[src/design/counter_timer_pkg.sv]
// constants and types for the counter/timer and interrupt control block
// assumes a single system clock; cycle and init lengths are in system clocks, the prescale in timing pulses
`default_nettype none
package counter_timer_pkg;
	localparam int          CYCLE_CLKS   = 8;
	localparam int          INIT_CLKS    = 9;
	localparam int          PRESCALE_DIV = 32;
	localparam logic [3:0]  CYC_LAST     = 4'(CYCLE_CLKS - 1);
	localparam logic [3:0]  INIT_LAST    = 4'(INIT_CLKS - 1);
	localparam logic [3:0]  TPA_STEP     = 4'h1;
	localparam logic [3:0]  TPB_STEP     = 4'h6;
	localparam logic [3:0]  RD_FIRST     = 4'h2;
	localparam logic [3:0]  RD_LAST      = 4'h6;
	localparam logic [3:0]  WR_FIRST     = 4'h5;
	localparam logic [4:0]  PRESC_INIT   = 5'(PRESCALE_DIV - 1);
	localparam logic [7:0]  UNDERFLOW_AT = 8'h01;
	localparam logic [3:0]  IRQ_SEL_X    = 4'h2;
	localparam logic [3:0]  IRQ_SEL_P    = 4'h1;
	localparam logic [1:0]  SC_FETCH     = 2'h0;
	localparam logic [1:0]  SC_EXEC      = 2'h1;
	localparam logic [1:0]  SC_DMA       = 2'h2;
	localparam logic [1:0]  SC_INT       = 2'h3;
	localparam logic [4:0]  PINS_RST     = 5'h00;
	typedef enum logic [2:0] {MD_STOP, MD_EV1, MD_EV2, MD_TIMER, MD_PW1, MD_PW2} ctr_mode_t;
	typedef enum logic [2:0] {CY_INIT, CY_FETCH, CY_EXEC, CY_DMA, CY_INT} cyc_t;
endpackage
`default_nettype wire

[src/design/counter_timer_irq_ctrl.sv]
// counter/timer, interrupt arbitration and reset/initialization control
// assumes op strobes come from same-clock decode logic, one cycle each;
// flag, interrupt, clear and wait pins are asynchronous
//
// Overview of operation
// external request level, counter request latched
// latch sets on underflow and gate rise
// service needs source enable and master enable
// reset sets enables; ops set/clear each
// branches follow pending requests, ignoring enables
// latch clears on branch, reset, stopped load
// 8-bit down-counter reloads after 01
// load writes both when stopped, else holding
// event modes count flag falling edges
// timer counts every 32 timing pulses
// prescaler reset outside timer, reset, stop
// pulse-width one counts while flag low
// pulse-width two gated by flag two
// mode change keeps count, flags stay testable
// stop op clears mode, halts counting
// decrement op counts under software
// toggle enable flips output on underflow
// toggle enable cleared by stopped load, reset, branch
// clear and wait select reset/pause/run
// reset forces defined output levels
// reset clears latch, stops counter, modes
// nine-clock init cycle after reset
// interrupt saves selectors, sets 2 and 1
// return ops restore selectors, set/clear master
// pins synchronized and edge detected
`timescale 1ns/100ps
`default_nettype none
module counter_timer_irq_ctrl
(
	input  wire logic                         CLK_SYS,
	input  wire logic                         RST_B,
	input  wire logic                         CLEAR_B,
	input  wire logic                         WAIT_B,
	input  wire logic                         FLAG_INPUT_ONE,
	input  wire logic                         FLAG_INPUT_TWO,
	input  wire logic                         EXT_IRQ,
	input  wire logic                         DMA_REQ,
	input  wire logic [7:0]                   ACCUM,
	input  wire logic                         LOAD_COUNTER_OP,
	input  wire logic                         STOP_COUNTER_OP,
	input  wire logic                         DECREMENT_COUNTER_OP,
	input  wire logic                         SET_MODE_OP,
	input  wire counter_timer_pkg::ctr_mode_t MODE_SEL,
	input  wire logic                         TOGGLE_ON_UNDERFLOW_OP,
	input  wire logic                         SET_OUTPUT_FLOP_OP,
	input  wire logic                         RESET_OUTPUT_FLOP_OP,
	input  wire logic                         COUNTER_IRQ_ENABLE_OP,
	input  wire logic                         COUNTER_IRQ_DISABLE_OP,
	input  wire logic                         EXTERNAL_IRQ_ENABLE_OP,
	input  wire logic                         EXTERNAL_IRQ_DISABLE_OP,
	input  wire logic                         RETURN_ENABLE_OP,
	input  wire logic                         RETURN_DISABLE_OP,
	input  wire logic                         BRANCH_ON_COUNTER_IRQ,
	input  wire logic                         BRANCH_ON_EXTERNAL_IRQ,
	input  wire logic                         MEM_WRITE_REQ,
	input  wire logic [7:0]                   CPU_ADDR,
	input  wire logic [7:0]                   CPU_DATA,
	input  wire logic [2:0]                   IO_CMD_IN,
	output logic                              BRANCH_TAKEN,
	output logic                              IRQ_ACCEPT,
	output logic [7:0]                        COUNT,
	output logic [7:0]                        COUNTER_HOLDING_REGISTER,
	output logic                              COUNTER_IRQ_PENDING,
	output logic                              MASTER_IRQ_ENABLE,
	output logic                              COUNTER_IRQ_ENABLE,
	output logic                              EXTERNAL_IRQ_ENABLE,
	output logic                              TOGGLE_ON_UNDERFLOW_ENABLE,
	output logic                              OUTPUT_FLOP,
	output logic [1:0]                        STATE_CODE_LINES,
	output logic [3:0]                        SEL_X,
	output logic [3:0]                        SEL_P,
	output logic [7:0]                        SAVED_CONTEXT,
	output logic                              INIT_CYCLE,
	output logic                              TIMING_PULSE_ONE,
	output logic                              TIMING_PULSE_TWO,
	output logic                              MEMORY_READ_STROBE_B,
	output logic                              MEMORY_WRITE_STROBE_B,
	output logic [2:0]                        IO_COMMAND_LINES,
	output logic [7:0]                        MEMORY_ADDRESS_LINES,
	output logic [7:0]                        DATA_BUS_OUT
);
	import counter_timer_pkg::*;

	logic [4:0]  pins;
	logic [4:0]  sync1_r;
	logic [4:0]  sync2_r;
	logic [4:0]  prev_r;
	logic        f1;
	logic        f2;
	logic        f1_fall;
	logic        f2_fall;
	logic        f1_rise;
	logic        f2_rise;
	logic        ext_s;
	logic        pin_rst;
	logic        run;
	cyc_t        cyc_r;
	cyc_t        cyc_nxt;
	logic [3:0]  step_r;
	logic        end_cyc;
	logic        tpa_evt;
	logic        tpa_r;
	logic        tpb_r;
	logic        irq_req;
	logic        irq_take;
	logic        irq_ack_r;
	ctr_mode_t   mode_r;
	logic [4:0]  presc_r;
	logic [7:0]  cnt_r;
	logic [7:0]  hold_r;
	logic        stopped;
	logic        load_stop;
	logic        dec_evt;
	logic        underflow;
	logic        pw_end;
	logic        cil_r;
	logic        cil_set;
	logic        cil_clr;
	logic        etq_r;
	logic        q_r;
	logic        mie_r;
	logic        cie_r;
	logic        xie_r;
	logic [3:0]  x_r;
	logic [3:0]  p_r;
	logic [7:0]  t_r;
	logic [1:0]  sc_r;
	logic        rd_b_r;
	logic        wr_b_r;
	logic [2:0]  io_r;
	logic [7:0]  addr_r;
	logic [7:0]  data_r;

	// pins pass two flops; prev_r only looks at the second stage
	assign pins = {WAIT_B, CLEAR_B, EXT_IRQ, FLAG_INPUT_TWO, FLAG_INPUT_ONE};

	always_ff @(posedge CLK_SYS or negedge RST_B)
	begin
		if (!RST_B)
		begin
			sync1_r <= PINS_RST;
			sync2_r <= PINS_RST;
			prev_r  <= PINS_RST;
		end
		else
		begin
			sync1_r <= pins;
			sync2_r <= sync1_r;
			prev_r  <= sync2_r;
		end
	end

	assign f1      = sync2_r[0];
	assign f2      = sync2_r[1];
	assign ext_s   = sync2_r[2];
	assign f1_fall = prev_r[0] & ~f1;
	assign f2_fall = prev_r[1] & ~f2;
	assign f1_rise = ~prev_r[0] & f1;
	assign f2_rise = ~prev_r[1] & f2;
	// both low is illegal; treated as reset so the block stays safe
	assign pin_rst = ~sync2_r[3];
	assign run     = sync2_r[3] & sync2_r[4];

	// machine cycle timing; pause freezes step and timing pulses
	assign end_cyc = run && (step_r == ((cyc_r == CY_INIT) ? INIT_LAST : CYC_LAST));
	assign tpa_evt = run && (step_r == TPA_STEP);

	always_ff @(posedge CLK_SYS or negedge RST_B)
	begin
		if (!RST_B)
			step_r <= 4'h0;
		else if (pin_rst)
			step_r <= 4'h0;
		else if (end_cyc)
			step_r <= 4'h0;
		else if (run)
			step_r <= step_r + 4'h1;
	end

	always_comb
	begin
		cyc_nxt = cyc_r;
		case (cyc_r)
			CY_INIT:  cyc_nxt = DMA_REQ ? CY_DMA : CY_FETCH;
			CY_FETCH: cyc_nxt = CY_EXEC;
			CY_EXEC:  cyc_nxt = DMA_REQ ? CY_DMA : (irq_req ? CY_INT : CY_FETCH);
			CY_DMA:   cyc_nxt = CY_FETCH;
			CY_INT:   cyc_nxt = CY_FETCH;
			default:  cyc_nxt = CY_FETCH;
		endcase
	end

	always_ff @(posedge CLK_SYS or negedge RST_B)
	begin
		if (!RST_B)
			cyc_r <= CY_INIT;
		else if (pin_rst)
			cyc_r <= CY_INIT;
		else if (end_cyc)
			cyc_r <= cyc_nxt;
	end

	always_ff @(posedge CLK_SYS or negedge RST_B)
	begin
		if (!RST_B)
		begin
			tpa_r <= 1'b0;
			tpb_r <= 1'b0;
		end
		else if (pin_rst)
		begin
			tpa_r <= 1'b0;
			tpb_r <= 1'b0;
		end
		else if (run)
		begin
			tpa_r <= (step_r == TPA_STEP);
			tpb_r <= (step_r == TPB_STEP);
		end
	end

	// interrupt arbitration; init cycle suppresses service
	assign irq_req  = mie_r & ((xie_r & ext_s) | (cie_r & cil_r)) & (cyc_r != CY_INIT);
	// dma wins over an interrupt at the same cycle boundary
	assign irq_take = end_cyc & (cyc_r == CY_EXEC) & ~DMA_REQ & irq_req;
	assign BRANCH_TAKEN = (BRANCH_ON_COUNTER_IRQ & cil_r) | (BRANCH_ON_EXTERNAL_IRQ & ext_s);

	always_ff @(posedge CLK_SYS or negedge RST_B)
	begin
		if (!RST_B)
			irq_ack_r <= 1'b0;
		else
			irq_ack_r <= irq_take & ~pin_rst;
	end

	always_ff @(posedge CLK_SYS or negedge RST_B)
	begin
		if (!RST_B)
			mie_r <= 1'b1;
		else if (pin_rst)
			mie_r <= 1'b1;
		else if (cyc_r == CY_INIT)
			mie_r <= 1'b1;
		else if (irq_take)
			mie_r <= 1'b0;
		else if (RETURN_ENABLE_OP)
			mie_r <= 1'b1;
		else if (RETURN_DISABLE_OP)
			mie_r <= 1'b0;
	end

	always_ff @(posedge CLK_SYS or negedge RST_B)
	begin
		if (!RST_B)
		begin
			cie_r <= 1'b1;
			xie_r <= 1'b1;
		end
		else if (pin_rst)
		begin
			cie_r <= 1'b1;
			xie_r <= 1'b1;
		end
		else
		begin
			if (COUNTER_IRQ_ENABLE_OP)
				cie_r <= 1'b1;
			else if (COUNTER_IRQ_DISABLE_OP)
				cie_r <= 1'b0;
			if (EXTERNAL_IRQ_ENABLE_OP)
				xie_r <= 1'b1;
			else if (EXTERNAL_IRQ_DISABLE_OP)
				xie_r <= 1'b0;
		end
	end

	// selectors survive a pin reset so init can save the old pair
	always_ff @(posedge CLK_SYS or negedge RST_B)
	begin
		if (!RST_B)
		begin
			x_r <= 4'h0;
			p_r <= 4'h0;
			t_r <= 8'h00;
		end
		else if (pin_rst)
		begin
			x_r <= x_r;
		end
		else if (cyc_r == CY_INIT && step_r == 4'h0 && run)
		begin
			t_r <= {x_r, p_r};
			x_r <= 4'h0;
			p_r <= 4'h0;
		end
		else if (irq_take)
		begin
			t_r <= {x_r, p_r};
			x_r <= IRQ_SEL_X;
			p_r <= IRQ_SEL_P;
		end
		else if (RETURN_ENABLE_OP || RETURN_DISABLE_OP)
		begin
			x_r <= t_r[7:4];
			p_r <= t_r[3:0];
		end
	end

	// counter core
	assign stopped   = (mode_r == MD_STOP);
	assign load_stop = LOAD_COUNTER_OP & stopped;
	assign pw_end    = ((mode_r == MD_PW1) & f1_rise) | ((mode_r == MD_PW2) & f2_rise);
	always_comb
	begin
		dec_evt = DECREMENT_COUNTER_OP;
		case (mode_r)
			MD_EV1:   dec_evt = dec_evt | f1_fall;
			MD_EV2:   dec_evt = dec_evt | f2_fall;
			MD_TIMER: dec_evt = dec_evt | (tpa_evt & (presc_r == 5'h00));
			MD_PW1:   dec_evt = dec_evt | (tpa_evt & ~f1);
			MD_PW2:   dec_evt = dec_evt | (tpa_evt & ~f2);
			default:  dec_evt = dec_evt;
		endcase
	end
	assign underflow = dec_evt & ~load_stop & (cnt_r == UNDERFLOW_AT);

	always_ff @(posedge CLK_SYS or negedge RST_B)
	begin
		if (!RST_B)
			mode_r <= MD_STOP;
		else if (pin_rst)
			mode_r <= MD_STOP;
		else if (STOP_COUNTER_OP)
			mode_r <= MD_STOP;
		else if (pw_end)
			mode_r <= MD_STOP;
		else if (SET_MODE_OP)
			mode_r <= MODE_SEL;
	end

	always_ff @(posedge CLK_SYS or negedge RST_B)
	begin
		if (!RST_B)
			presc_r <= PRESC_INIT;
		else if (pin_rst || mode_r != MD_TIMER || STOP_COUNTER_OP)
			presc_r <= PRESC_INIT;
		else if (tpa_evt)
			presc_r <= (presc_r == 5'h00) ? PRESC_INIT : presc_r - 5'h01;
	end

	// count is held through a clear-pin reset and mode changes; RST_B clears it, stopped loads and counting change it
	always_ff @(posedge CLK_SYS or negedge RST_B)
	begin
		if (!RST_B)
		begin
			cnt_r  <= 8'h00;
			hold_r <= 8'h00;
		end
		else if (pin_rst)
		begin
			cnt_r <= cnt_r;
		end
		else
		begin
			if (LOAD_COUNTER_OP)
				hold_r <= ACCUM;
			if (load_stop)
				cnt_r <= ACCUM;
			else if (underflow)
				cnt_r <= hold_r;
			else if (dec_evt)
				cnt_r <= cnt_r - 8'h01;
		end
	end

	// a new event wins over a clear in the same cycle
	assign cil_set = underflow | pw_end;
	assign cil_clr = (BRANCH_ON_COUNTER_IRQ & cil_r) | load_stop;

	always_ff @(posedge CLK_SYS or negedge RST_B)
	begin
		if (!RST_B)
			cil_r <= 1'b0;
		else if (pin_rst)
			cil_r <= 1'b0;
		else if (cil_set)
			cil_r <= 1'b1;
		else if (cil_clr)
			cil_r <= 1'b0;
	end

	always_ff @(posedge CLK_SYS or negedge RST_B)
	begin
		if (!RST_B)
			etq_r <= 1'b0;
		else if (pin_rst)
			etq_r <= 1'b0;
		else if (TOGGLE_ON_UNDERFLOW_OP)
			etq_r <= 1'b1;
		else if (load_stop || (BRANCH_ON_COUNTER_IRQ && cil_r))
			etq_r <= 1'b0;
	end

	// explicit set/reset ops override a toggle in the same cycle
	always_ff @(posedge CLK_SYS or negedge RST_B)
	begin
		if (!RST_B)
			q_r <= 1'b0;
		else if (pin_rst)
			q_r <= 1'b0;
		else if (SET_OUTPUT_FLOP_OP)
			q_r <= 1'b1;
		else if (RESET_OUTPUT_FLOP_OP)
			q_r <= 1'b0;
		else if (etq_r && underflow)
			q_r <= ~q_r;
	end

	// bus-side outputs
	always_ff @(posedge CLK_SYS or negedge RST_B)
	begin
		if (!RST_B)
		begin
			sc_r   <= SC_EXEC;
			rd_b_r <= 1'b1;
			wr_b_r <= 1'b1;
			io_r   <= 3'h0;
			addr_r <= 8'h00;
			data_r <= 8'h00;
		end
		else if (pin_rst || cyc_r == CY_INIT)
		begin
			sc_r   <= SC_EXEC;
			rd_b_r <= 1'b1;
			wr_b_r <= 1'b1;
			io_r   <= 3'h0;
			addr_r <= 8'h00;
			data_r <= 8'h00;
		end
		else if (run)
		begin
			case (cyc_r)
				CY_FETCH: sc_r <= SC_FETCH;
				CY_DMA:   sc_r <= SC_DMA;
				CY_INT:   sc_r <= SC_INT;
				default:  sc_r <= SC_EXEC;
			endcase
			rd_b_r <= ~(cyc_r == CY_FETCH && step_r >= RD_FIRST && step_r <= RD_LAST);
			wr_b_r <= ~(cyc_r == CY_EXEC && MEM_WRITE_REQ && step_r >= WR_FIRST && step_r <= TPB_STEP);
			io_r   <= (cyc_r == CY_EXEC) ? IO_CMD_IN : 3'h0;
			addr_r <= CPU_ADDR;
			data_r <= MEM_WRITE_REQ ? CPU_DATA : 8'h00;
		end
	end

	assign IRQ_ACCEPT                 = irq_ack_r;
	assign COUNT                      = cnt_r;
	assign COUNTER_HOLDING_REGISTER   = hold_r;
	assign COUNTER_IRQ_PENDING        = cil_r;
	assign MASTER_IRQ_ENABLE          = mie_r;
	assign COUNTER_IRQ_ENABLE         = cie_r;
	assign EXTERNAL_IRQ_ENABLE        = xie_r;
	assign TOGGLE_ON_UNDERFLOW_ENABLE = etq_r;
	assign OUTPUT_FLOP                = q_r;
	assign STATE_CODE_LINES           = sc_r;
	assign SEL_X                      = x_r;
	assign SEL_P                      = p_r;
	assign SAVED_CONTEXT              = t_r;
	assign INIT_CYCLE                 = (cyc_r == CY_INIT);
	assign TIMING_PULSE_ONE           = tpa_r;
	assign TIMING_PULSE_TWO           = tpb_r;
	assign MEMORY_READ_STROBE_B       = rd_b_r;
	assign MEMORY_WRITE_STROBE_B      = wr_b_r;
	assign IO_COMMAND_LINES           = io_r;
	assign MEMORY_ADDRESS_LINES       = addr_r;
	assign DATA_BUS_OUT               = data_r;
endmodule
`default_nettype wire

[config.mk]
export PLATFORM = sky130hd
export DESIGN_NAME = counter_timer_irq_ctrl
export DESIGN_NICKNAME = d
export VERILOG_FILES = /design/src/design/counter_timer_pkg.sv /design/src/design/counter_timer_irq_ctrl.sv
export SDC_FILE = /design/constraint.sdc
export NUM_CORES = 1
export LEC_CHECK = 0
export CELL_PAD_IN_SITES_DETAIL_PLACEMENT = 0
export CELL_PAD_IN_SITES_GLOBAL_PLACEMENT = 1
export CORE_MARGIN = 2
export CORE_UTILIZATION = 49
export CTS_CLUSTER_DIAMETER = 40
export CTS_CLUSTER_SIZE = 16
export DETAILED_ROUTE_END_ITERATION = 8
export DONT_BUFFER_PORTS = 1
export HOLD_SLACK_MARGIN = 0.12
export PLACE_DENSITY = 0.79
export REMOVE_ABC_BUFFERS = 1
export SYNTH_ARGS = -nofsm -noshare
export SYNTH_HDL_FRONTEND = slang
export SYNTH_SLANG_ARGS = --single-unit
[constraint.sdc]
create_clock -name CLK_SYS -period 2.6 [get_ports CLK_SYS]
set_input_delay 0.13 -clock CLK_SYS [delete_from_list [all_inputs] [get_ports CLK_SYS]]
set_output_delay 0.13 -clock CLK_SYS [all_outputs]
set_load 0.02 [all_outputs]
# [After elaboration in Yosys (flattened, before gate mapping)]
# Index checks and enable logic that the tools add are counted.
[word_totals] ff_bits=91 latch_bits=0 ramBits=0 mem_bits_ro=0 wordCells=199 n_memories=0
[op_classes] addsub=3 n_mul=0 n_div=0 magnitude_cmp=3 n_eq_ne=24 shifts=0 muxes=69 bitwise_logic=43 n_reduce_logical=30
[ops] op="8-bit 2-to-1 mux" n=10
[ops] op="4-bit 2-to-1 mux" n=10
[ops] op="3-bit 2-to-1 mux" n=11
[ops] op="1-bit 2-to-1 mux" n=29
[ops] op="1-bit bitwise AND" n=23
[ops] op="5-bit 2-to-1 mux" n=3
[ops] op="3-bit by 2-bit == test with 1-bit output (second input constant)" n=4
[ops] op="1-bit logical AND" n=11
[ops] op="1-bit inverter" n=10
[ops] op="1-bit bitwise OR" n=10
[ops] op="3-bit == test (second input constant)" n=3
[ops] op="3-bit case mux with 3 select lines" n=1
[ops] op="3-bit nonzero test" n=3
[ops] op="8-bit by 1-bit == test with 1-bit output (second input constant)" n=1
[ops] op="4-bit by 3-bit != test with 1-bit output (second input constant)" n=2
[ops] op="2-bit AND reduction" n=4
[ops] op="8-bit by 1-bit subtractor with 8-bit output (second input constant)" n=1
[ops] op="3-bit by 1-bit == test with 1-bit output (second input constant)" n=2
[ops] op="3-bit logical NOT" n=2
[ops] op="2-bit 2-to-1 mux" n=3
[ops] op="3-bit by 1-bit != test with 1-bit output (second input constant)" n=2
[ops] op="3-bit by 2-bit != test with 1-bit output (second input constant)" n=2
[ops] op="3-bit != test (second input constant)" n=2
[ops] op="2-bit case mux with 3 select lines" n=1
[ops] op="other kinds (15)" n=22

# [Logic depth before layout (Yosys ltp)]
# Gate-level depths: netlist (run 1).
[depth] depth_word=12 depth_mapped=8 ltp_nobuf=7

# [Least setup slack after synthesis (run 1)]
# OpenSTA, ideal clock, no wires.
[synth_timing] path_type="flip-flop to flip-flop" start="register presc_r[0]" end="register q_r, in the netlist OUTPUT_FLOP" setup_time_ns=0.126 t_arrival_ns=1.951 t_required_ns=2.474 path_slack_ns=0.523 stages_incl_launch_ff=8 period_less_slack_ns=2.077 path_cell_list="dfstp_2 inv_1 ha_1 or4b_4 o32ai_2 a2111o_1 and4_1 a221o_1"
[synth_via] elab_chain_len=8
[synth_rtl] element="start, declared" line_no="counter_timer_irq_ctrl.sv:113" source="logic [4:0] presc_r;"
[synth_rtl] element="start signal, assigned" line_no="counter_timer_irq_ctrl.sv:353" source="presc_r <= (presc_r == 5'h00) ? PRESC_INIT : presc_r - 5'h01;"
[synth_rtl] element="5-bit logical NOT" line_no="counter_timer_irq_ctrl.sv:324" source="MD_TIMER: dec_evt = dec_evt | (tpa_evt & (presc_r == 5'h00));"
[synth_rtl] element="1-bit bitwise AND" line_no="counter_timer_irq_ctrl.sv:324"
[synth_rtl] element="1-bit bitwise OR" line_no="counter_timer_irq_ctrl.sv:324"
[synth_rtl] element="1-bit case mux with 5 select lines" line_no="counter_timer_irq_ctrl.sv:321" source="case (mode_r)"
[synth_rtl] element="1-bit bitwise AND (2 in a row)" line_no="counter_timer_irq_ctrl.sv:330" source="assign underflow = dec_evt & ~load_stop & (cnt_r == UNDERFLOW_AT);"
[synth_rtl] element="1-bit logical AND" line_no="counter_timer_irq_ctrl.sv:420" source="else if (etq_r && underflow)"
[synth_rtl] element="4-bit by 3-bit != test with 1-bit output (no line)"
[synth_rtl] element="end signal, assigned" line_no="counter_timer_irq_ctrl.sv:421" source="q_r <= ~q_r;"
[synth_rtl] element="end, declared" line_no="counter_timer_irq_ctrl.sv:125" source="logic q_r;"
# Every way passes these cells.
# A chain may end at the register's enable or synchronous reset.

# [Worst setup path in the final report (run 1)]
# Ends and elaborated chain as after synthesis.

==> results of run 1 <==
## registers in the layout, indices dropped and copies added (netlist names), 5 cells and up
| register | cells |
|---|---|
| MEMORY_ADDRESS_LINES | 8 |
| COUNT | 8 |
| sync2_r | 5 |
| presc_r | 5 |
| DATA_BUS_OUT | 8 |
| SAVED_CONTEXT | 8 |
| sync1_r | 5 |
| COUNTER_HOLDING_REGISTER | 8 |
## worst min-delay path by stage
stage	endpoint	depth (start not counted)	from
after floorplan	COUNTER_HOLDING_REGISTER[0]	0	RST_B
after global placement	SAVED_CONTEXT[4]	0	RST_B
after detailed placement	SAVED_CONTEXT[2]	0	RST_B
after CTS	COUNT[2]	4	DECREMENT_COUNTER_OP
after global routing	COUNT[6]	4	DECREMENT_COUNTER_OP
final	COUNT[6]	4	DECREMENT_COUNTER_OP
## final cells by class
cell class / count / area share
tap: 108 / 0.0263
multi-input combinational: 255 / 0.352
antenna: 1 / 0.000487
sequential: 91 / 0.446
clock inverter: 6 / 0.0141
inverter: 24 / 0.0175
clock buffer: 10 / 0.0248
timing repair buffer: 61 / 0.119
## power by group through the flow
| stage | clock network (W) | logic, W | registers (W) |
|---|---|---|---|
| final | 0.000971 | 0.000568 | 0.00179 |
| after floorplan | 0 | 0.000330 | 0.00181 |
| after global routing | 0.00106 | 0.000634 | 0.00181 |
| after detailed placement | 0 | 0.000467 | 0.00182 |
| after CTS | 0.00101 | 0.000569 | 0.00180 |
| after global placement | 0 | 0.000454 | 0.00182 |
## per-stage QoR
step / util / power (W) / hold WS, ps / setup WS (ps) / instance area, um^2
global route: 0.598 / 0.00351 / 193 / 57.9 / 5140
global placement: 0.510 / 0.00227 / -163 / 264 / 4380
CTS: 0.598 / 0.00337 / 173 / 192 / 5140
detailed placement: 0.510 / 0.00229 / -163 / 206 / 4380
finish: 0.598 / 0.00333 / 186 / 201 / 5140
floorplan: - / 0.00214 / -166 / 392 / 4190
## worst register-to-register path, delay by kind of cell, from the launching register on
kind                       cells  cell delay, ps
adders and majority gates      1             180
AOI/OAI and AO/OA              3             980
DFF                            1             550
and+or+nand+nor                2             510
buffers and inverters          1              60
## synth_stat cells (3+ instances only)
library cell,n,area share
a22o_1,19,0.039
mux2_2,9,0.024
o32ai_1,4,0.0082
xor2_1,4,0.0082
nor3_1,7,0.0082
inv_1,23,0.020
a21oi_1,7,0.0082
dfrtp_1,80,0.47
a31oi_1,3,0.0044
xnor2_1,5,0.010
nand2b_1,4,0.0059
ha_1,9,0.026
nand2_1,55,0.048
o21ai_0,17,0.020
buf_2,4,0.0047
mux2i_1,21,0.049
dfstp_2,11,0.068
o22a_1,6,0.012
clkbuf_1,7,0.0062
buf_6,3,0.0079
nand3_1,4,0.0047
nor4b_1,3,0.0062
nor2_1,17,0.015
o211ai_1,9,0.016
## per-layer routing
layer / up-vias / wire [um] / track usage
met5: - / 0 / 0
met4: 0 / 146 / 0.0694
met1: 1612 / 4170 / 0.264
met3: 13 / 502 / 0.0511
li1: 1493 / - / -
met2: 93 / 4980 / 0.356
## logic make-up (layout without fill, tap and decap cells)
| group | count (synthesis) | in the layout | synth area share |
|---|---|---|---|
| flip-flops | 91 | 91 | 0.536 |
| XOR/XNOR | 9 | 9 | 0.0185 |
| adder cells (fa/ha/maj) | 9 | 9 | 0.0264 |
| other | 0 | 1 | 0 |
| AND/OR/NAND/NOR | 118 | 118 | 0.146 |
| multiplexers | 30 | 30 | 0.0729 |
| buffers and inverters | 38 | 101 | 0.0398 |
| AO/OA/AOI/OAI | 89 | 89 | 0.161 |
==> flow_summary.rst, run 1 <==
.. list-table::
   :header-rows: 1

   * - Metric
     - Value
   * - Average size of a mapped cell
     - approximately 11 um^2
   * - CP Buf/Inv Count
     - 1
   * - Number of design-rule violations left by the first detailed-router iteration
     - 100
   * - Number of slew-limit violations in the final report
     - 0
   * - Final instance count without filler cells
     - between 500 and 600
   * - Layout fillers
     - 729
   * - Psw
     - about 0.0011 W
   * - Power Dens Cells
     - 648 nW/um^2
   * - Setup TNS after final layout
     - 0 ps
   * - Worst-case headroom to the max-slew limit
     - 0.179
   * - Share of async-settable or async-resettable flops after synthesis
     - 1.00
   * - Number of ports placed on the die boundary
     - 120
   * - Average wire per cell in the routed design
     - about 18 um
   * - Die Y-Extent
     - about 100 um
   * - WL final
     - ~10000 um
   * - Final hold vios
     - 0
   * - MaxCap Viol Count
     - 0
   * - Starting Density
     - 0.497
   * - GR Overflow Total
     - 0
   * - Data arrival time at the worst-slack endpoint
     - 2640 ps
   * - Delay of the slowest cell on the worst path
     - 620 ps
   * - Number of remaining DRC errors
     - 0
   * - RSZ-0062 raised after global routing
     - false
   * - Number of stages on the worst setup path
     - 7
   * - Post-synthesis register bit count
     - just over 90
   * - Class of the tightest hold or removal check
     - in2reg
   * - Post-layout net count
     - ~510
   * - Internal power
     - 0.00226 W
   * - Distinct cell type count after synthesis
     - 66
   * - Buffers from clock root to sink, at most
     - 2
   * - Crit end category
     - flip-flop
   * - Clock input transition at the sequential cells of the worst setup and hold paths
     - ~90 ps
   * - Die Footprint
     - 9480 um^2
   * - Part of the Yosys area used for sequential elements
     - 0.536
   * - Area of combinational cells with multiple inputs
     - between 1500 and 2000 um^2
   * - CTS buffer count
     - 9
   * - Cell count of the worst reg-to-reg path
     - 7
   * - Share of the clock period used by the worst path
     - 0.923
   * - FF-to-FF End
     - OUTPUT_FLOP
   * - Via Count
     - 3211
   * - DRT Pass-1 Iters
     - 7
   * - Cell at the root of the clock tree
     - clkbuf_8
   * - Run status
     - complete, no violations
   * - Cell with the biggest individual delay on the critical path
     - a2111o_1
   * - Number of antenna violations at the first check in global routing
     - 1
   * - CTS H-Tree Depth
     - 3
   * - Skew-Pair Late Insertion Delay
     - between 300 and 400 ps
   * - Antenna-violating nets left
     - 0
   * - Sinks on Clock Net
     - 91
   * - Yosys warning count
     - 0
   * - Area growth, synth to finish
     - 20.3%
   * - Kind of critical path
     - reg2reg
   * - VDD IR-drop max
     - 0.338 mV
   * - Leak Pwr
     - 2.21 nW
   * - Leading cell type in the layout, fill and taps excluded
     - dfrtp_1
   * - Pin count of the biggest net entering global routing
     - 92
   * - Row cnt
     - 34
   * - Dominant synthesized flop cell
     - dfrtp_1
   * - R2R Setup Slk
     - between 200 and 250 ps
   * - Number of placed instances with taps included
     - approximately 490
   * - Comb power frac
     - 0.170
   * - Cell breakdown of the critical path
     - inv_1 > ha_1 > or4b_4 > o32ai_2 > a2111o_1 > and4_1 > a221o_1
   * - Number of gates given a new drive strength after cts
     - 0
   * - Final period demand of the worst path
     - 2400 ps
   * - Die span in x
     - roughly 100 um
   * - Final estimated routing congestion in global placement
     - 0.808
   * - Number of instances in the synthesized netlist
     - 384
   * - Sequential cell fraction of total power
     - 0.538
   * - Number of enable flip-flop cells after synthesis
     - 0
   * - CP Capture Point
     - OUTPUT_FLOP
   * - Kind of cell adding the most delay to the critical path
     - compound AO/OA/AOI/OAI gates
   * - Reg2reg start
     - presc_r[0]
   * - Proportion of layout cells with a drive suffix above 1
     - 0.130
   * - Critical Path Start Type
     - flip-flop
   * - Vias per cell
     - 5.78
   * - Area of the placeable core
     - 8590 um^2
   * - TritonCTS clock tree
     - built
   * - Post-route clock skew
     - 10.3 ps
   * - Detailed-placement wirelength estimate
     - 6550 um
   * - Slew at the pin with the worst max-slew slack
     - around 1200 ps
   * - Cell area after synthesis
     - approximately 4300 um^2
   * - Global-route wire length before repair
     - ~16000 um
   * - Sw Ratio
     - 0.322
   * - Clock network power share
     - 0.292
   * - Achievable frequency
     - approximately 0.42 GHz
   * - Maximum fanout encountered on the critical timing path
     - 13
   * - Number of global-route vias before repair
     - ~3300
   * - Startpoint of the worst setup timing path
     - presc_r[0]
   * - Critical path required time
     - roughly 2800 ps
   * - Total routing resource utilization after global routing
     - 0.210
   * - Commonest cells after routing, fill and taps aside
     - dfrtp_1, nand2_1, dlygate4sd3_1
   * - Register cell area after layout
     - around 2300 um^2
   * - Number of port buffers
     - 0
   * - Final setup violation count
     - 0
   * - Number of buffers added to fix hold violations after cts
     - 54
   * - Number of setup buffers added after CTS
     - 0
Note: power is estimated with default switching activity, not from simulation.
==> inputs of run 2 (changes only) <==
--- a/config.mk
+++ b/config.mk
@@ -7,7 +7,6 @@
 export LEC_CHECK = 0
 export CELL_PAD_IN_SITES_DETAIL_PLACEMENT = 0
 export CELL_PAD_IN_SITES_GLOBAL_PLACEMENT = 1
-export CORE_MARGIN = 2
 export CORE_UTILIZATION = 49
 export CTS_CLUSTER_DIAMETER = 40
 export CTS_CLUSTER_SIZE = 16
==> run 2 against run 1 <==
Against the previous run:
- via count shrank 3.6%
- non-clock buffer count fell by 2
- largest cell class unchanged
- fmax rose by 1.4%
- final cell count shrank 1.1%
- hold slack worse by 55 ps
- combinational power down 5.6%
- clock power is 11% higher
- final area about the same
- register-to-register slack improved by 30 ps
- critical endpoint unchanged
==> flow_summary.rst, run 2 (synthesis gave the netlist of run 1 again) <==
.. list-table::
   :header-rows: 1

   * - Metric
     - Value
   * - Number of slew-limit violations in the final report
     - 0
   * - CTS buffer count
     - 9
   * - Buffers from clock root to sink, at most
     - 2
   * - R2R Setup Slk
     - 230 ps
   * - MaxCap Viol Count
     - 0
   * - Post-layout net count
     - approximately 500
   * - Worst-case headroom to the max-slew limit
     - 0.181
   * - Class of the tightest hold or removal check
     - in2reg
   * - Crit end category
     - flip-flop
   * - FF-to-FF End
     - OUTPUT_FLOP
   * - RSZ-0062 raised after global routing
     - false
   * - Leading cell type in the layout, fill and taps excluded
     - dfrtp_1
   * - Detailed-placement wirelength estimate
     - approximately 6500 um
   * - Antenna-violating nets left
     - 0
   * - Internal power
     - between 0.002 and 0.0025 W
   * - Power Dens Cells
     - ~660 nW/um^2
   * - Share of the clock period used by the worst path
     - 0.910
   * - Run status
     - complete, no violations
   * - Number of global-route vias before repair
     - 3154
   * - Cell count of the worst reg-to-reg path
     - 7
   * - Number of ports placed on the die boundary
     - 120
   * - VDD IR-drop max
     - ~0.37 mV
   * - CTS H-Tree Depth
     - 3
   * - Average wire per cell in the routed design
     - 17.6 um
   * - Reg2reg start
     - presc_r[0]
   * - Total power consumption of the routed design
     - 0.00342 W
   * - Slew at the pin with the worst max-slew slack
     - roughly 1200 ps
   * - Achievable frequency
     - around 0.42 GHz
   * - Sinks on Clock Net
     - around 90
   * - Area of the placeable core
     - around 8300 um^2
   * - Psw
     - 0.00105 W
   * - Data arrival time at the worst-slack endpoint
     - 2610 ps
   * - Final setup violation count
     - 0
   * - Die span in x
     - between 90 and 100 um
   * - N_diodes
     - 0
   * - Terminating pin of the worst hold path
     - OUTPUT_FLOP
   * - TritonCTS clock tree
     - built
   * - DRT Pass-1 Iters
     - 4
   * - Clock input transition at the sequential cells of the worst setup and hold paths
     - about 90 ps
   * - Proportion of layout cells with a drive suffix above 1
     - 0.130
   * - Cell with the biggest individual delay on the critical path
     - a2111o_2
   * - Leak Pwr
     - between 2 and 2.5 nW
   * - Maximum fanout encountered on the critical timing path
     - 13
   * - WL final
     - a little under 10000 um
   * - Kind of critical path
     - reg2reg
   * - Commonest cells after routing, fill and taps aside
     - dfrtp_1, nand2_1, dlygate4sd3_1
   * - Clock network power share
     - 0.315
   * - Number of antenna violations at the first check in global routing
     - 0
   * - Die Footprint
     - ~9000 um^2
   * - Number of port buffers
     - 0
   * - Comb power frac
     - 0.157
   * - Number of remaining DRC errors
     - 0
   * - Sequential cell fraction of total power
     - 0.529
   * - Die Y-Extent
     - roughly 95 um
   * - Cell at the root of the clock tree
     - clkbuf_8
   * - Global-route wire length before repair
     - around 16000 um
   * - Number of design-rule violations left by the first detailed-router iteration
     - roughly 100
   * - Critical path required time
     - approximately 2800 ps
   * - Cell breakdown of the critical path
     - inv_1 > ha_1 > or4b_4 > o32ai_2 > a2111o_2 > and4_1 > a221o_1
   * - Sw Ratio
     - 0.308
   * - Delay of the slowest cell on the worst path
     - roughly 630 ps
   * - Total routing resource utilization after global routing
     - 0.226
   * - Pin count of the biggest net entering global routing
     - 92
   * - Critical Path Start Type
     - flip-flop
   * - Skew-Pair Late Insertion Delay
     - roughly 360 ps
   * - GR Overflow Total
     - 0
   * - Final period demand of the worst path
     - 2370 ps
   * - Via Count
     - ~3100
   * - Starting Density
     - 0.512
   * - Hold path startpoint
     - RESET_OUTPUT_FLOP_OP
   * - Area growth, synth to finish
     - 20.4%
   * - Vias per cell
     - between 5 and 6
   * - Final hold vios
     - 0
   * - Final estimated routing congestion in global placement
     - 0.772
   * - Post-route clock skew
     - about 8.3 ps
   * - Worst hold path cell count
     - 2
   * - Row cnt
     - 33
   * - Setup TNS after final layout
     - 0 ps
[run 2: cell type report]
| class | count | area (um^2) |
|---|---|---|
| multi-input combinational | 255 | 1810 |
| sequential | 91 | 2290 |
| clock buffer | 11 | 141 |
| tap | 105 | 131 |
| inverter | 24 | 90.1 |
| fill | 721 | 3200 |
| timing repair buffer | 59 | 593 |
| clock inverter | 5 | 85.1 |
[run 2: what timing repair did]
item / in CTS / in global routing
endpoints found under the setup margin: 0 / 1
gates resized for setup: 0 / 1
endpoints found under the hold margin: 147 / 0
setup buffers: 0 / 0
hold buffers: 53 / 0
[run 2: power by group through the flow]
stage               clock (W)  combinational, W  sequential (W)
floorplan                   0          0.000330         0.00181
global placement            0          0.000423         0.00183
detailed placement          0          0.000437         0.00184
CTS                   0.00110          0.000538         0.00181
global route          0.00117          0.000605         0.00183
finish                0.00108          0.000536         0.00181
[run 2: worst max path at each step]
stage / start / end / slack (ps) / depth (start not counted)
detailed placement: presc_r[0] / COUNT[0] / 180 / 7
global route: cyc_r[0] / DATA_BUS_OUT[0] / 60 / 4
CTS: presc_r[0] / COUNT[0] / 170 / 7
global placement: presc_r[0] / OUTPUT_FLOP / 270 / 7
floorplan: presc_r[0] / OUTPUT_FLOP / 390 / 7
finish: presc_r[0] / OUTPUT_FLOP / 230 / 7
[run 2: through the flow]
step	setup WS [ps]	instances	util	cell area (um^2)	hold WS (ps)
floorplan	392	370	-	4190	-166
global placement	271	481	0.524	4370	-163
detailed placement	182	481	0.524	4370	-163
CTS	169	550	0.617	5140	128
global route	58.2	550	0.617	5140	145
finish	235	550	0.617	5140	131
[run 2: critical path, delay by kind of cell (launching register included)]
kind | cells | cell delay [ps]
adders and majority gates | 1 | 180
DFF | 1 | 560
buffers and inverters | 1 | 60
and+or+nand+nor | 2 | 470
AOI/OAI and AO/OA | 3 | 980
[run 2: routing by layer]
layer	share of wire	track usage	routed length (um)
met3	0.058	0.0710	561
met5	0	0	0
met4	0.0079	0.0682	77
met1	0.44	0.285	4290
met2	0.49	0.372	4770
==> inputs of run 3 (changes only) <==
--- a/config.mk
+++ b/config.mk
@@ -7,6 +7,7 @@
 export LEC_CHECK = 0
 export CELL_PAD_IN_SITES_DETAIL_PLACEMENT = 0
 export CELL_PAD_IN_SITES_GLOBAL_PLACEMENT = 1
+export CORE_ASPECT_RATIO = 0.6
 export CORE_UTILIZATION = 49
 export CTS_CLUSTER_DIAMETER = 40
 export CTS_CLUSTER_SIZE = 16
==> run 3 against run 2 <==
Against the previous run:
- non-clock buffer count is 4 higher
- register-to-register slack worse by 50 ps
- sequential share of layout area is 1.3 points lower
- clock power is 37% higher
- first-iteration DRC count is 98% higher
- die area is 0.14% higher
- count of clock-buffer cells in the layout is 1 higher
- final cell count is 1.3% higher
- clock skew is 2.3 ps lower
- power is 13% higher
- fmax is 2.0% lower
- wire length is 5.3% higher
- largest cell class unchanged
==> flow_summary.rst, run 3 (synthesis gave the netlist of run 1 again) <==
.. list-table::
   :header-rows: 1

   * - Metric
     - Value
   * - Average wire per cell in the routed design
     - ~18 um
   * - Global-route wire length before repair
     - 16000 um
   * - Number of port buffers
     - 0
   * - Leading cell type in the layout, fill and taps excluded
     - dfrtp_1
   * - Class of the tightest hold or removal check
     - in2reg
   * - Number of placed instances with taps included
     - ~490
   * - Number of design-rule violations left by the first detailed-router iteration
     - just over 200
   * - Kind of cell adding the most delay to the critical path
     - compound AO/OA/AOI/OAI gates
   * - MaxCap Viol Count
     - 0
   * - Final period demand of the worst path
     - ~2400 ps
   * - Setup TNS after final layout
     - 0 ps
   * - Final instance count without filler cells
     - 557
   * - Critical Path Start Type
     - flip-flop
   * - Row cnt
     - 25
   * - Final setup violation count
     - 0
   * - Via Count
     - around 3200
   * - Area growth, synth to finish
     - 24.0%
   * - Kind of critical path
     - reg2reg
   * - CTS H-Tree Depth
     - 3
   * - Post-layout net count
     - approximately 510
   * - Die Y-Extent
     - 74.3 um
   * - Pin count of the biggest net entering global routing
     - 92
   * - Achievable frequency
     - 0.414 GHz
   * - Cell breakdown of the critical path
     - inv_1 > ha_1 > or4b_4 > o32ai_2 > a2111o_1 > and4_1 > a221o_1
   * - CP Buf/Inv Count
     - 1
   * - Slew at the pin with the worst max-slew slack
     - around 1200 ps
   * - Critical path required time
     - ~2800 ps
   * - Detailed-placement wirelength estimate
     - roughly 6900 um
   * - Final hold vios
     - 0
   * - Buffers from clock root to sink, at most
     - 2
   * - TritonCTS clock tree
     - built
   * - Starting Density
     - 0.523
   * - Crit end category
     - flip-flop
   * - Sinks on Clock Net
     - just over 90
   * - DRT Pass-1 Iters
     - 4
   * - RSZ-0062 raised after global routing
     - false
   * - WL final
     - between 10000 and 15000 um
   * - Power Dens Cells
     - approximately 730 nW/um^2
   * - Antenna-violating nets left
     - 0
   * - Total power consumption of the routed design
     - about 0.0039 W
   * - Number of buffers added to fix hold violations after cts
     - 53
   * - Commonest cells after routing, fill and taps aside
     - dfrtp_1, nand2_1, dlygate4sd3_1
   * - Area of the placeable core
     - 8160 um^2
   * - Die Footprint
     - roughly 9000 um^2
   * - GR Overflow Total
     - 0
   * - Total routing resource utilization after global routing
     - 0.236
   * - Die span in x
     - ~120 um
   * - Number of gates given a new drive strength after cts
     - 0
   * - Number of global-route vias before repair
     - 3068
   * - Final estimated routing congestion in global placement
     - a little over 0.8
   * - Number of slew-limit violations in the final report
     - 0
   * - N_diodes
     - 0
   * - Number of setup buffers added after CTS
     - 0
   * - Worst-case headroom to the max-slew limit
     - 0.184
   * - Delay of the slowest cell on the worst path
     - around 630 ps
   * - Share of the clock period used by the worst path
     - 0.928
   * - Number of ports placed on the die boundary
     - 120
   * - Maximum fanout encountered on the critical timing path
     - 13
   * - CTS buffer count
     - 9
   * - Cell with the biggest individual delay on the critical path
     - a2111o_1
   * - Cell at the root of the clock tree
     - clkbuf_16
   * - Leak Pwr
     - about 2.3 nW
   * - Number of antenna violations at the first check in global routing
     - 0
   * - Skew-Pair Late Insertion Delay
     - about 330 ps
   * - Post-Route Hold Slack
     - between 150 and 200 ps
   * - VDD IR-drop max
     - roughly 0.45 mV
   * - Data arrival time at the worst-slack endpoint
     - 2630 ps
   * - Post-route clock skew
     - about 6.1 ps
   * - Run status
     - complete, no violations
   * - Clock input transition at the sequential cells of the worst setup and hold paths
     - roughly 60 ps
   * - Proportion of layout cells with a drive suffix above 1
     - 0.134
   * - Number of remaining DRC errors
     - 0
   * - Vias per cell
     - about 5.7
[run 3: cell count changes in the layout (fill, tap and decap cells not counted), sizes merged]
cell and change:
buf +4, bufinv +1, clkbuf +1, clkinvlp -1, inv -1
[run 3: final timing paths]
check / endpoint / from / slack, ps / cells past startpoint
max: OUTPUT_FLOP / presc_r[0] / 190 / 7
min: COUNT[7] / DECREMENT_COUNTER_OP / 150 / 3
max reg2reg: OUTPUT_FLOP / presc_r[0] / 190 / 7
min reg2reg: sync2_r[2] / sync1_r[2] / 340 / 0
max in group asynchronous: presc_r[3] / RST_B / 1850 / 2
min in group asynchronous: IO_COMMAND_LINES[0] / RST_B / 380 / 2
[run 3: cell type report]
| class | count | area (um^2) |
|---|---|---|
| tap | 108 | 135 |
| fill | 638 | 2870 |
| clock inverter | 4 | 98.8 |
| timing repair buffer | 63 | 623 |
| sequential | 91 | 2290 |
| multi-input combinational | 255 | 1810 |
| clock buffer | 12 | 246 |
| inverter | 24 | 90.1 |
[run 3: per-stage QoR]
stage / area [um^2] / util / setup WS (ps)
global route: 5300 / 0.649 / 53.7
floorplan: 4190 / - / 392
finish: 5300 / 0.649 / 187
detailed placement: 4400 / 0.539 / 203
global placement: 4400 / 0.539 / 266
CTS: 5300 / 0.649 / 191
[run 3: power breakdown]
| part | switching (W) | total (W) | leakage [nW] | internal (W) |
|---|---|---|---|---|
| registers | 0.000228 | 0.00176 | 1.16 | 0.00154 |
| logic | 0.000343 | 0.000626 | 0.966 | 0.000284 |
| clock network | 0.000511 | 0.00148 | 0.167 | 0.000968 |
[run 3: worst reg2reg max path: stages, from the launching register on]
cell      delay [ps]
dfstp_2          540
inv_1             60
ha_1             190
or4b_4           230
o32ai_2           70
a2111o_1         630
and4_1           290
a221o_1          280
[run 3: per-layer routing]
layer  track usage  vias up  wire length [um]
met2         0.336      120              4220
met3        0.0744        9               848
met4        0.0569        0                81
met1         0.349     1535              5070
met5             0        -                 0
li1              -     1499                 -
